`src/bab_consts.svh`:
```
/*
  Constants for the bus address breakpoint comparator: field codes,
  block sizes, access sizes and reset values.
  Assumes inclusion by bare name from every file that needs them.
*/
`ifndef BAB_CONSTS_SVH
`define BAB_CONSTS_SVH

// ****************************************
// Widths
// ****************************************
`define BAB_ADDR_W      32
`define BAB_FC_CLASSES  9
`define BAB_PRIO_W      3

// ****************************************
// Block size codes and their address masks
// ****************************************
`define BAB_BLK_NONE    2'h0
`define BAB_BLK_2K      2'h1
`define BAB_BLK_8K      2'h2
`define BAB_BLK_32K     2'h3
`define BAB_MASK_NONE   32'hFFFF_FFFF
`define BAB_MASK_2K     32'hFFFF_F800
`define BAB_MASK_8K     32'hFFFF_E000
`define BAB_MASK_32K    32'hFFFF_8000

// ****************************************
// Access size codes on the bus
// ****************************************
`define BAB_ACC_LONG    2'h0
`define BAB_ACC_BYTE    2'h1
`define BAB_ACC_WORD    2'h2
`define BAB_ACC_THREE   2'h3

// ****************************************
// Size qualifier codes in the control register
// ****************************************
`define BAB_SZ_ANY      3'h0
`define BAB_SZ_BYTE     3'h1
`define BAB_SZ_WORD     3'h2
`define BAB_SZ_THREE    3'h3
`define BAB_SZ_LONG     3'h4

// ****************************************
// Direction enable bit positions
// ****************************************
`define BAB_DIR_RD      0
`define BAB_DIR_WR      1

// ****************************************
// Second instruction of a paired fetch
// ****************************************
`define BAB_INSN_STEP   32'h0000_0002

// ****************************************
// Reset values
// ****************************************
`define BAB_ADDR_RST    32'h0000_0000

`endif

```
`src/bab_pkg.sv`:
```
/*
  Types shared by the bus address breakpoint comparator.
  Assumes bab_consts.svh sits in the same folder.
*/
`default_nettype none
`include "bab_consts.svh"

package bab_pkg;

  // ****************************************
  // Control register layout
  // ****************************************
  typedef struct packed {
    logic                        addr_valid; // Address compare in use
    logic [`BAB_FC_CLASSES-1:0]  fc_enable;  // One bit per function-code class
    logic [1:0]                  dir_enable; // Bit 0 reads, bit 1 writes
    logic [2:0]                  size_sel;   // Size qualifier code
    logic [1:0]                  block_sel;  // Block widening code
    logic                        invert;     // Match outside address or block
  } bab_ctrl_t;

  // ****************************************
  // One watched bus access
  // ****************************************
  typedef struct packed {
    logic                   strobe;      // One cycle per access
    logic [`BAB_ADDR_W-1:0] address;     // Access address
    logic [3:0]             fc_class;    // Function-code class index 0..8
    logic                   read;        // High for read, low for write
    logic [1:0]             size;        // Access size code
    logic                   dual_fetch;  // Two instructions in one access
    logic                   burst_ext;   // From an external burst master
    logic                   xfer_start;  // That master's transfer start
  } bab_access_t;

  // ****************************************
  // Per-channel DMA interrupt context
  // ****************************************
  typedef struct packed {
    logic                  flag_clear; // Software clear of status flag
    logic                  irq_mask;   // High lets the flag interrupt
    logic [`BAB_PRIO_W-1:0] arb_prio;  // Bus arbitration priority
    logic [`BAB_PRIO_W-1:0] irq_level; // Interrupt level asserted
  } bab_dma_t;

endpackage : bab_pkg
`default_nettype wire

```
`src/bab_breakpoint.sv`:
```
/*
  Breakpoint comparator watching core, DMA and external master cycles;
  drives the shared open-drain breakpoint line and DMA status flags.
  Assumes accesses arrive as one-cycle strobes synchronous to CLK and
  the shared line's level comes back on BREAKPOINT_LINE_I.
*/
`timescale 1ns/1ps
`default_nettype none
`include "bab_consts.svh"

// What this block does
// RULE_01 - Matching access asserts the breakpoint line
// RULE_02 - Match sets both DMA channel status flags
// RULE_03 - DMA stop depends on priority versus level
// RULE_04 - Full 32-bit address compared each access
// RULE_05 - Cleared address valid disables address compare
// RULE_06 - Nine function-code class enable bits
// RULE_07 - Match on reads, writes or both
// RULE_08 - Match byte, word, three-byte, long or any
// RULE_09 - Optional 2K, 8K or 32K block widening
// RULE_10 - Inversion matches outside address or block
// RULE_11 - Either instruction of paired fetch flagged
// RULE_12 - Paired break taken after first instruction
// RULE_13 - External hardware may also drive line
// RULE_14 - External master cycles are compared too
// RULE_15 - Burst master compared only at transfer start
// RULE_16 - Mode bit adds comparator setup time
// RULE_17 - One AND of qualifiers per access
module bab_breakpoint (
  input  wire logic                 CLK,                          // System clock
  input  wire logic                 RESETN,                       // Async reset, low
  input  wire logic [31:0]          BREAKPOINT_ADDRESS_REG,       // Programmed address
  input  wire bab_pkg::bab_ctrl_t   BREAKPOINT_CONTROL_REG,       // Qualifiers
  input  wire logic                 EXTERNAL_SETUP_EXTEND_BIT,    // Extra setup stage
  input  wire bab_pkg::bab_access_t ACCESS,                       // Watched access
  input  wire logic                 BREAKPOINT_LINE_I,            // Shared line level
  output logic                      BREAKPOINT_LINE_O,            // Line drive value
  output logic                      BREAKPOINT_LINE_OE_N,         // Low while driving
  output logic                      BREAK_FIRST,                  // First insn hit
  output logic                      BREAK_SECOND,                 // Second insn hit
  output logic                      BREAK_AFTER_FIRST,            // Trap between pair
  input  wire bab_pkg::bab_dma_t    INDEPENDENT_DMA_CHANNEL_CTX,  // Independent DMA
  input  wire bab_pkg::bab_dma_t    SERIAL_DMA_CHANNEL_CTX,       // Serial DMA
  output logic                      INDEPENDENT_DMA_CHANNEL_FLAG, // Sticky status
  output logic                      SERIAL_DMA_CHANNEL_FLAG,      // Sticky status
  output logic                      INDEPENDENT_DMA_CHANNEL_IRQ,  // Masked interrupt
  output logic                      SERIAL_DMA_CHANNEL_IRQ,       // Masked interrupt
  output logic                      INDEPENDENT_DMA_CHANNEL_STOP, // Halt independent DMA
  output logic                      SERIAL_DMA_CHANNEL_STOP       // Halt serial DMA
);

  // ****************************************
  // Helper functions
  // ****************************************

  // Block mask: zeros cover the offset bits inside the block
  function automatic logic [31:0] block_mask(input logic [1:0] sel);
    logic [31:0] m;
    m = `BAB_MASK_NONE;
    unique case (sel)
      `BAB_BLK_NONE: m = `BAB_MASK_NONE;
      `BAB_BLK_2K:   m = `BAB_MASK_2K;
      `BAB_BLK_8K:   m = `BAB_MASK_8K;
      `BAB_BLK_32K:  m = `BAB_MASK_32K;
    endcase
    return m;
  endfunction : block_mask

  // Address or block compare, inversion applied here only
  function automatic logic addr_hit(input logic [31:0] a, input logic [31:0] ref_a,
                                    input logic [1:0] blk, input logic inv);
    logic eq;
    eq = ((a ^ ref_a) & block_mask(blk)) == 32'h0000_0000; // RULE_04 RULE_09
    return eq ^ inv; // RULE_10
  endfunction : addr_hit

  // Interrupt stops DMA only when level beats arbitration priority
  function automatic logic dma_stop(input logic irq, input bab_pkg::bab_dma_t c);
    return irq && (c.irq_level > c.arb_prio); // RULE_03
  endfunction : dma_stop

  // Size qualifier against access size
  function automatic logic size_hit(input logic [2:0] sel, input logic [1:0] sz);
    logic ok;
    ok = 1'b0;
    case (sel)
      `BAB_SZ_ANY:   ok = 1'b1;
      `BAB_SZ_BYTE:  ok = (sz == `BAB_ACC_BYTE);
      `BAB_SZ_WORD:  ok = (sz == `BAB_ACC_WORD);
      `BAB_SZ_THREE: ok = (sz == `BAB_ACC_THREE);
      `BAB_SZ_LONG:  ok = (sz == `BAB_ACC_LONG);
      default:       ok = 1'b0; // Unused codes never match
    endcase
    return ok; // RULE_08
  endfunction : size_hit

  // ****************************************
  // State
  // ****************************************
  logic [31:0]         addr_ff, nxt_addr;         // Breakpoint address copy
  bab_pkg::bab_ctrl_t  ctrl_ff, nxt_ctrl;         // Control copy
  bab_pkg::bab_access_t s1_ff, nxt_s1;            // Sampled access
  bab_pkg::bab_access_t s2_ff, nxt_s2;            // Extra setup stage
  logic                line_ff, nxt_line;         // Driving the line
  logic                first_ff, nxt_first;       // First insn hit
  logic                second_ff, nxt_second;     // Second insn hit
  logic                after_ff, nxt_after;       // Trap between pair
  logic                iflag_ff, nxt_iflag;       // Independent channel status
  logic                sflag_ff, nxt_sflag;       // Serial channel status

  // ****************************************
  // Match evaluation
  // ****************************************
  bab_pkg::bab_access_t ev;     // Access under evaluation
  logic                 qual_ok;  // Non-address qualifiers pass
  logic                 hit_a;    // First instruction or plain access
  logic                 hit_b;    // Second instruction of pair
  logic                 ext_line; // Shared line held low by anyone

  // Next-state logic for the whole comparator
  always_comb begin
    nxt_addr = BREAKPOINT_ADDRESS_REG; // RULE_04
    nxt_ctrl = BREAKPOINT_CONTROL_REG;
    nxt_s1   = ACCESS;
    // Burst master: only the transfer-start cycle is sampled
    if (ACCESS.burst_ext && !ACCESS.xfer_start) begin
      nxt_s1.strobe = 1'b0; // RULE_15
    end
    nxt_s2 = s1_ff;
    // Extended setup trades one cycle of latency for timing margin
    ev = EXTERNAL_SETUP_EXTEND_BIT ? s2_ff : s1_ff; // RULE_16
    qual_ok = ev.strobe
            && (ev.fc_class < 4'(`BAB_FC_CLASSES))
            && ctrl_ff.fc_enable[ev.fc_class] // RULE_06 RULE_14
            && (ev.read ? ctrl_ff.dir_enable[`BAB_DIR_RD]
                        : ctrl_ff.dir_enable[`BAB_DIR_WR]) // RULE_07
            && size_hit(ctrl_ff.size_sel, ev.size);
    // Address valid cleared removes the address term entirely
    hit_a = qual_ok && (!ctrl_ff.addr_valid // RULE_05
          || addr_hit(ev.address, addr_ff, ctrl_ff.block_sel, ctrl_ff.invert)); // RULE_17
    hit_b = qual_ok && ev.dual_fetch && (!ctrl_ff.addr_valid
          || addr_hit(ev.address + `BAB_INSN_STEP, addr_ff,
                      ctrl_ff.block_sel, ctrl_ff.invert)); // RULE_11
    nxt_line   = hit_a || hit_b; // RULE_01
    nxt_first  = hit_a && ev.dual_fetch;
    nxt_second = hit_b;
    // One line only: any hit in a pair traps after the first insn
    nxt_after  = (hit_a || hit_b) && ev.dual_fetch; // RULE_12
    // Line low from us or external hardware sets both flags
    ext_line  = !BREAKPOINT_LINE_I; // RULE_13
    nxt_iflag = ext_line || (iflag_ff && !INDEPENDENT_DMA_CHANNEL_CTX.flag_clear); // RULE_02
    nxt_sflag = ext_line || (sflag_ff && !SERIAL_DMA_CHANNEL_CTX.flag_clear); // RULE_02
  end

  // Registers only
  always_ff @(posedge CLK or negedge RESETN) begin
    if (!RESETN) begin
      addr_ff   <= `BAB_ADDR_RST;
      ctrl_ff   <= '0;
      s1_ff     <= '0;
      s2_ff     <= '0;
      line_ff   <= 1'b0;
      first_ff  <= 1'b0;
      second_ff <= 1'b0;
      after_ff  <= 1'b0;
      iflag_ff  <= 1'b0;
      sflag_ff  <= 1'b0;
    end else begin
      addr_ff   <= nxt_addr;
      ctrl_ff   <= nxt_ctrl;
      s1_ff     <= nxt_s1;
      s2_ff     <= nxt_s2;
      line_ff   <= nxt_line;
      first_ff  <= nxt_first;
      second_ff <= nxt_second;
      after_ff  <= nxt_after;
      iflag_ff  <= nxt_iflag;
      sflag_ff  <= nxt_sflag;
    end
  end

  // ****************************************
  // Outputs
  // ****************************************
  assign BREAKPOINT_LINE_O    = 1'b0;      // Open drain: only pulls low
  assign BREAKPOINT_LINE_OE_N = !line_ff;  // RULE_01
  assign BREAK_FIRST          = first_ff;
  assign BREAK_SECOND         = second_ff;
  assign BREAK_AFTER_FIRST    = after_ff;
  assign INDEPENDENT_DMA_CHANNEL_FLAG = iflag_ff;
  assign SERIAL_DMA_CHANNEL_FLAG      = sflag_ff;
  assign INDEPENDENT_DMA_CHANNEL_IRQ  = iflag_ff
                                        && INDEPENDENT_DMA_CHANNEL_CTX.irq_mask; // RULE_02
  assign SERIAL_DMA_CHANNEL_IRQ       = sflag_ff && SERIAL_DMA_CHANNEL_CTX.irq_mask;
  assign INDEPENDENT_DMA_CHANNEL_STOP = dma_stop(INDEPENDENT_DMA_CHANNEL_IRQ,
                                                 INDEPENDENT_DMA_CHANNEL_CTX); // RULE_03
  assign SERIAL_DMA_CHANNEL_STOP      = dma_stop(SERIAL_DMA_CHANNEL_IRQ,
                                                 SERIAL_DMA_CHANNEL_CTX);

  // ****************************************
  // Assertions
  // ****************************************
  line_on_hit_a: assert property (@(posedge CLK) disable iff (!RESETN) // RULE_01
    (hit_a || hit_b) |=> !BREAKPOINT_LINE_OE_N)
    else $error("Qualified hit did not drive the line");

  flag_on_line_a: assert property (@(posedge CLK) disable iff (!RESETN) // RULE_02
    !BREAKPOINT_LINE_I |=> INDEPENDENT_DMA_CHANNEL_FLAG && SERIAL_DMA_CHANNEL_FLAG)
    else $error("Line low did not set DMA flags");

  stop_level_a: assert property (@(posedge CLK) disable iff (!RESETN) // RULE_03
    INDEPENDENT_DMA_CHANNEL_STOP |-> INDEPENDENT_DMA_CHANNEL_FLAG
      && (INDEPENDENT_DMA_CHANNEL_CTX.irq_level > INDEPENDENT_DMA_CHANNEL_CTX.arb_prio))
    else $error("DMA stop without level above priority");

  no_addr_a: assert property (@(posedge CLK) disable iff (!RESETN) // RULE_05
    (qual_ok && !ctrl_ff.addr_valid) |=> !BREAKPOINT_LINE_OE_N)
    else $error("Address term used while invalid");

  fc_off_a: assert property (@(posedge CLK) disable iff (!RESETN) // RULE_06
    (ev.strobe && ev.fc_class < 4'(`BAB_FC_CLASSES) && !ctrl_ff.fc_enable[ev.fc_class]
     && !ev.dual_fetch) |=> BREAKPOINT_LINE_OE_N)
    else $error("Disabled function class matched");

  dir_off_a: assert property (@(posedge CLK) disable iff (!RESETN) // RULE_07
    (ev.strobe && ev.read && !ctrl_ff.dir_enable[`BAB_DIR_RD]) |=> BREAKPOINT_LINE_OE_N)
    else $error("Read matched with reads disabled");

  burst_skip_a: assert property (@(posedge CLK) disable iff (!RESETN) // RULE_15
    (ACCESS.burst_ext && !ACCESS.xfer_start) |=> !s1_ff.strobe)
    else $error("Burst beat sampled without transfer start");

  setup_delay_a: assert property (@(posedge CLK) disable iff (!RESETN) // RULE_16
    (EXTERNAL_SETUP_EXTEND_BIT && !s2_ff.strobe) |=> BREAKPOINT_LINE_OE_N)
    else $error("Extended setup matched from the first stage");

  pair_trap_a: assert property (@(posedge CLK) disable iff (!RESETN) // RULE_12
    BREAK_SECOND |-> BREAK_AFTER_FIRST && !BREAKPOINT_LINE_OE_N)
    else $error("Second insn hit without trap after first");

endmodule : bab_breakpoint
`default_nettype wire

```
`config.mk`:
```
export PLATFORM = sky130hd
export DESIGN_NAME = bab_breakpoint
export DESIGN_NICKNAME = d
export VERILOG_FILES = /design/src/bab_pkg.sv /design/src/bab_breakpoint.sv
export VERILOG_INCLUDE_DIRS = /design/src
export SDC_FILE = /design/constraint.sdc
export NUM_CORES = 1
export LEC_CHECK = 0
export ABC_CLOCK_PERIOD_IN_PS = 2900
export BUFFER_PORTS_ARGS = -buffer_cell sky130_fd_sc_hd__buf_2
export CORE_AREA = 2 2 202 105
export CTS_CLUSTER_SIZE = 16
export DETAILED_ROUTE_END_ITERATION = 6
export DIE_AREA = 0 0 204 107
export PLACE_DENSITY_LB_ADDON = 0.3
export SLEW_MARGIN = 10
export SYNTH_ARGS = -nofsm -noshare
export SYNTH_HDL_FRONTEND = slang
export SYNTH_SLANG_ARGS = --single-unit
```
`constraint.sdc`:
```
create_clock -name CLK -period 2.9 [get_ports CLK]
set_input_delay 0.29 -clock CLK [delete_from_list [all_inputs] [get_ports CLK]]
set_output_delay 0.29 -clock CLK [all_outputs]
set_load 0.02 [all_outputs]
```
==> impl_metrics.json <==
{
  "grt_pass1_wl_mm": 26.21,
  "maxCapViolCount": 0,
  "worstPathArrival_ns": 3.05,
  "r2r-start": "nxt_s2[13]",
  "synthArstFlopShare_pct": 100.0,
  "pin_count": 124,
  "switching_share_pct": 23.46,
  "placed_area_um2": 7098,
  "final_cell_mix": "dfrtp_1, buf_2, dlygate4sd3_1, mux2i_1, buf_4",
  "period_share_pct": 94.50,
  "post_drt_wl_per_cell_um": 16.18,
  "regToRegSetupSlack_ns": 0.16,
  "cts_tree": "built",
  "path_max_fanout": 7,
  "hold_violations": 0,
  "drv_slew": 0,
  "clkPwrFrac_pct": 46.9,
  "drt_iter0_drc": 454,
  "finalCriticalPeriod_ns": 2.740,
  "synth_fp_nets": 589,
  "r2r_cells": 9,
  "required_ns": 3.21,
  "hp-class": "input port to flip-flop",
  "cp-startpoint": "nxt_s2[13]",
  "syn_inst": 469,
  "antenna_found_initial": 0,
  "startpoint_type": "flip-flop",
  "synth_seq_cells": 138,
  "gr-total-overflow": 0,
  "switchingPower_mw": 1.202,
  "crit_type": "flip-flop to flip-flop",
  "power_frac_seq_pct": 41.1,
  "clk_pin_slew_worst_paths_ns": 0.06,
  "intPower_mw": 3.922,
  "comb_power_share_pct": 12.1,
  "cts_max_level": 4,
  "status": "complete, no violations",
  "synthTopCellsByArea": "dfrtp_1, mux2i_1, xnor2_1",
  "endpoint_kind": "flip-flop",
  "synth-main-ff-cell": "dfrtp_1",
  "portBuffers": 122,
  "area_delta_synth_final_pct": 47.26,
  "start_util_pct": 29.46,
  "antenna-diode-count": 0,
  "timing.slew.headroom_pct": 62.97,
  "syn_area_um2": 5919,
  "num_rows": 37,
  "drc": 0,
  "fmax_ghz": 0.3649,
  "drive_above_1_share_pct": 28.63,
  "worstMarginPinSlew_ns": 0.5554,
  "avgSynthCellArea_um2": 12.62,
  "fp.coreArea_um2": 20090,
  "fin_cells": 1017,
  "wl_mm": 16.45,
  "ys_seq_area_share_pct": 58.34,
  "cts-root-buf": "clkbuf_16",
  "leakagePower_nw": 3.953,
  "powerDensity_nw_per_um2": 587.8,
  "die_y_um": 107,
  "reg2reg_to": "BREAK_SECOND",
  "die_area_um2": 21830,
  "via_count": 4712,
  "drt-pass1-iter-count": 5,
  "num-nets-final": 851,
  "synth-edff-count": 0,
  "crit_end": "BREAK_SECOND",
  "final_antenna_net_count": 0,
  "synth_top_cell_by_area": "dfrtp_1",
  "hpwl_mm": 12.13,
  "synthDominantCellAreaShare_pct": 58.34,
  "dp_cells": 893,
  "clock_sinks": 138,
  "grt_max_degree": 63,
  "fin_tns_setup_ns": 0,
  "setup_violations": 0,
  "cts_made_buffers": 17,
  "clk_latency_ns": 0.42,
  "gp_congestion": 0.8527,
  "synthDistinctLibCells": 58,
  "die_w_um": 204,
  "layout_commonest_cell": "dfrtp_1",
  "clock_skew_ns": 0.007148,
  "clock_tree.buffer_depth": 2,
  "grt_pass1_vias": 4869,
  "ir_drop_mv": 0.4157,
  "final_area_um2": 8717,
  "yosys_warnings": 0,
  "via_per_inst": 4.633,
  "final_util_pct": 43.39,
  "totalPowerFinal_mw": 5.124,
  "track_usage_pct": 16.03
}
sequential cells by signal, indices dropped and copies added, names as in the netlist:
register	cells
BREAK_AFTER_FIRST	1
BREAK_FIRST	1
BREAK_SECOND	1
INDEPENDENT_DMA_CHANNEL_FLAG	1
SERIAL_DMA_CHANNEL_FLAG	1
addr_ff	32
ctrl_ff	18
line_ff	1
nxt_s2	41
s2_ff	41
power groups by stage:
stage | Sequential [mW] | Clock [mW] | Combinational [mW]
CTS | 2.10 | 2.45 | 0.613
floorplan | 2.11 | 0 | 0.297
global route | 2.12 | 2.54 | 0.681
global placement | 2.14 | 0 | 0.500
finish | 2.10 | 2.40 | 0.618
detailed placement | 2.14 | 0 | 0.514
layer usage:
layer  vias to the layer above  wire length, µm  track usage (%)
li1                       2239                -                -
met1                      2331             8448            23.82
met2                       132             7020            22.96
met3                        10              845            4.286
met4                         0              136            3.934
met5                         -                0                0
cell usage after synthesis, types with 11 or more instances:
| cell | number |
|---|---|
| nand4_1 | 14 |
| nand3b_1 | 11 |
| xor2_1 | 16 |
| nand3_1 | 17 |
| nand2_1 | 27 |
| dfrtp_1 | 138 |
| o21ai_0 | 14 |
| inv_1 | 18 |
| mux2i_1 | 44 |
| nand4b_1 | 11 |
| xnor2_1 | 33 |
| a21oi_1 | 12 |
kinds of logic after synthesis:
group                    after synthesis  share of synthesized area [%]
flip-flops                           138                          58.34
AND/OR/NAND/NOR                      127                          12.94
AO/OA/AOI/OAI                         66                          7.758
multiplexers                          51                          8.772
XOR/XNOR                              50                          7.630
buffers and inverters                 29                          3.023
adder cells (fa/ha/maj)                7                          1.480
other                                  1                        0.06335
cell type report:
class / count / area, µm²
clock buffer: 21 / 460.4
clock inverter: 11 / 191.4
fill: 1912 / 11370
inverter: 18 / 67.56
multi-input combinational: 302 / 2352
sequential: 138 / 3453
tap: 273 / 341.6
timing repair buffer: 254 / 1851
worst min path at each step:
| stage | to | startpoint | slack (ns) | depth (start not counted) |
|---|---|---|---|---|
| after floorplan | BREAK_AFTER_FIRST | RESETN | -0.006 | 0 |
| after global placement | addr_ff[26] | RESETN | 0.28 | 1 |
| after detailed placement | addr_ff[26] | RESETN | 0.30 | 1 |
| after CTS | SERIAL_DMA_CHANNEL_FLAG | SERIAL_DMA_CHANNEL_CTX[7] | 0.03 | 2 |
| after global routing | nxt_s2[42] | ACCESS[1] | 0.03 | 2 |
| final | SERIAL_DMA_CHANNEL_FLAG | SERIAL_DMA_CHANNEL_CTX[7] | 0.04 | 2 |
timing repair:
action	in CTS	in global routing
hold buffers	91	0
buffers inserted	0	1
resized for setup	1	8
setup endpoints to repair	3	3
pin swaps	0	2
endpoints found under the hold margin	150	0
worst max-delay path: stages, from the launching register on:
cell and delay, ns:
dfrtp_1 0.37, buf_4 0.14, nand4b_1 0.24, a21oi_4 0.27, nand4_1 0.20, xor2_1 0.22
o31ai_2 0.31, o2111ai_2 0.22, or4_1 0.50, and3_1 0.15
through the flow:
stage	hold slack, ns	setup WS (ns)
2_1_floorplan	-0.005591	0.06122
3_3_place_gp	0.2826	-0.1504
3_5_place_dp	0.2952	-0.2045
4_1_cts	0.03032	0.04412
5_1_grt	0.03099	-0.01752
6_report	0.03959	0.1596
Power figures use the tool's default switching activity.
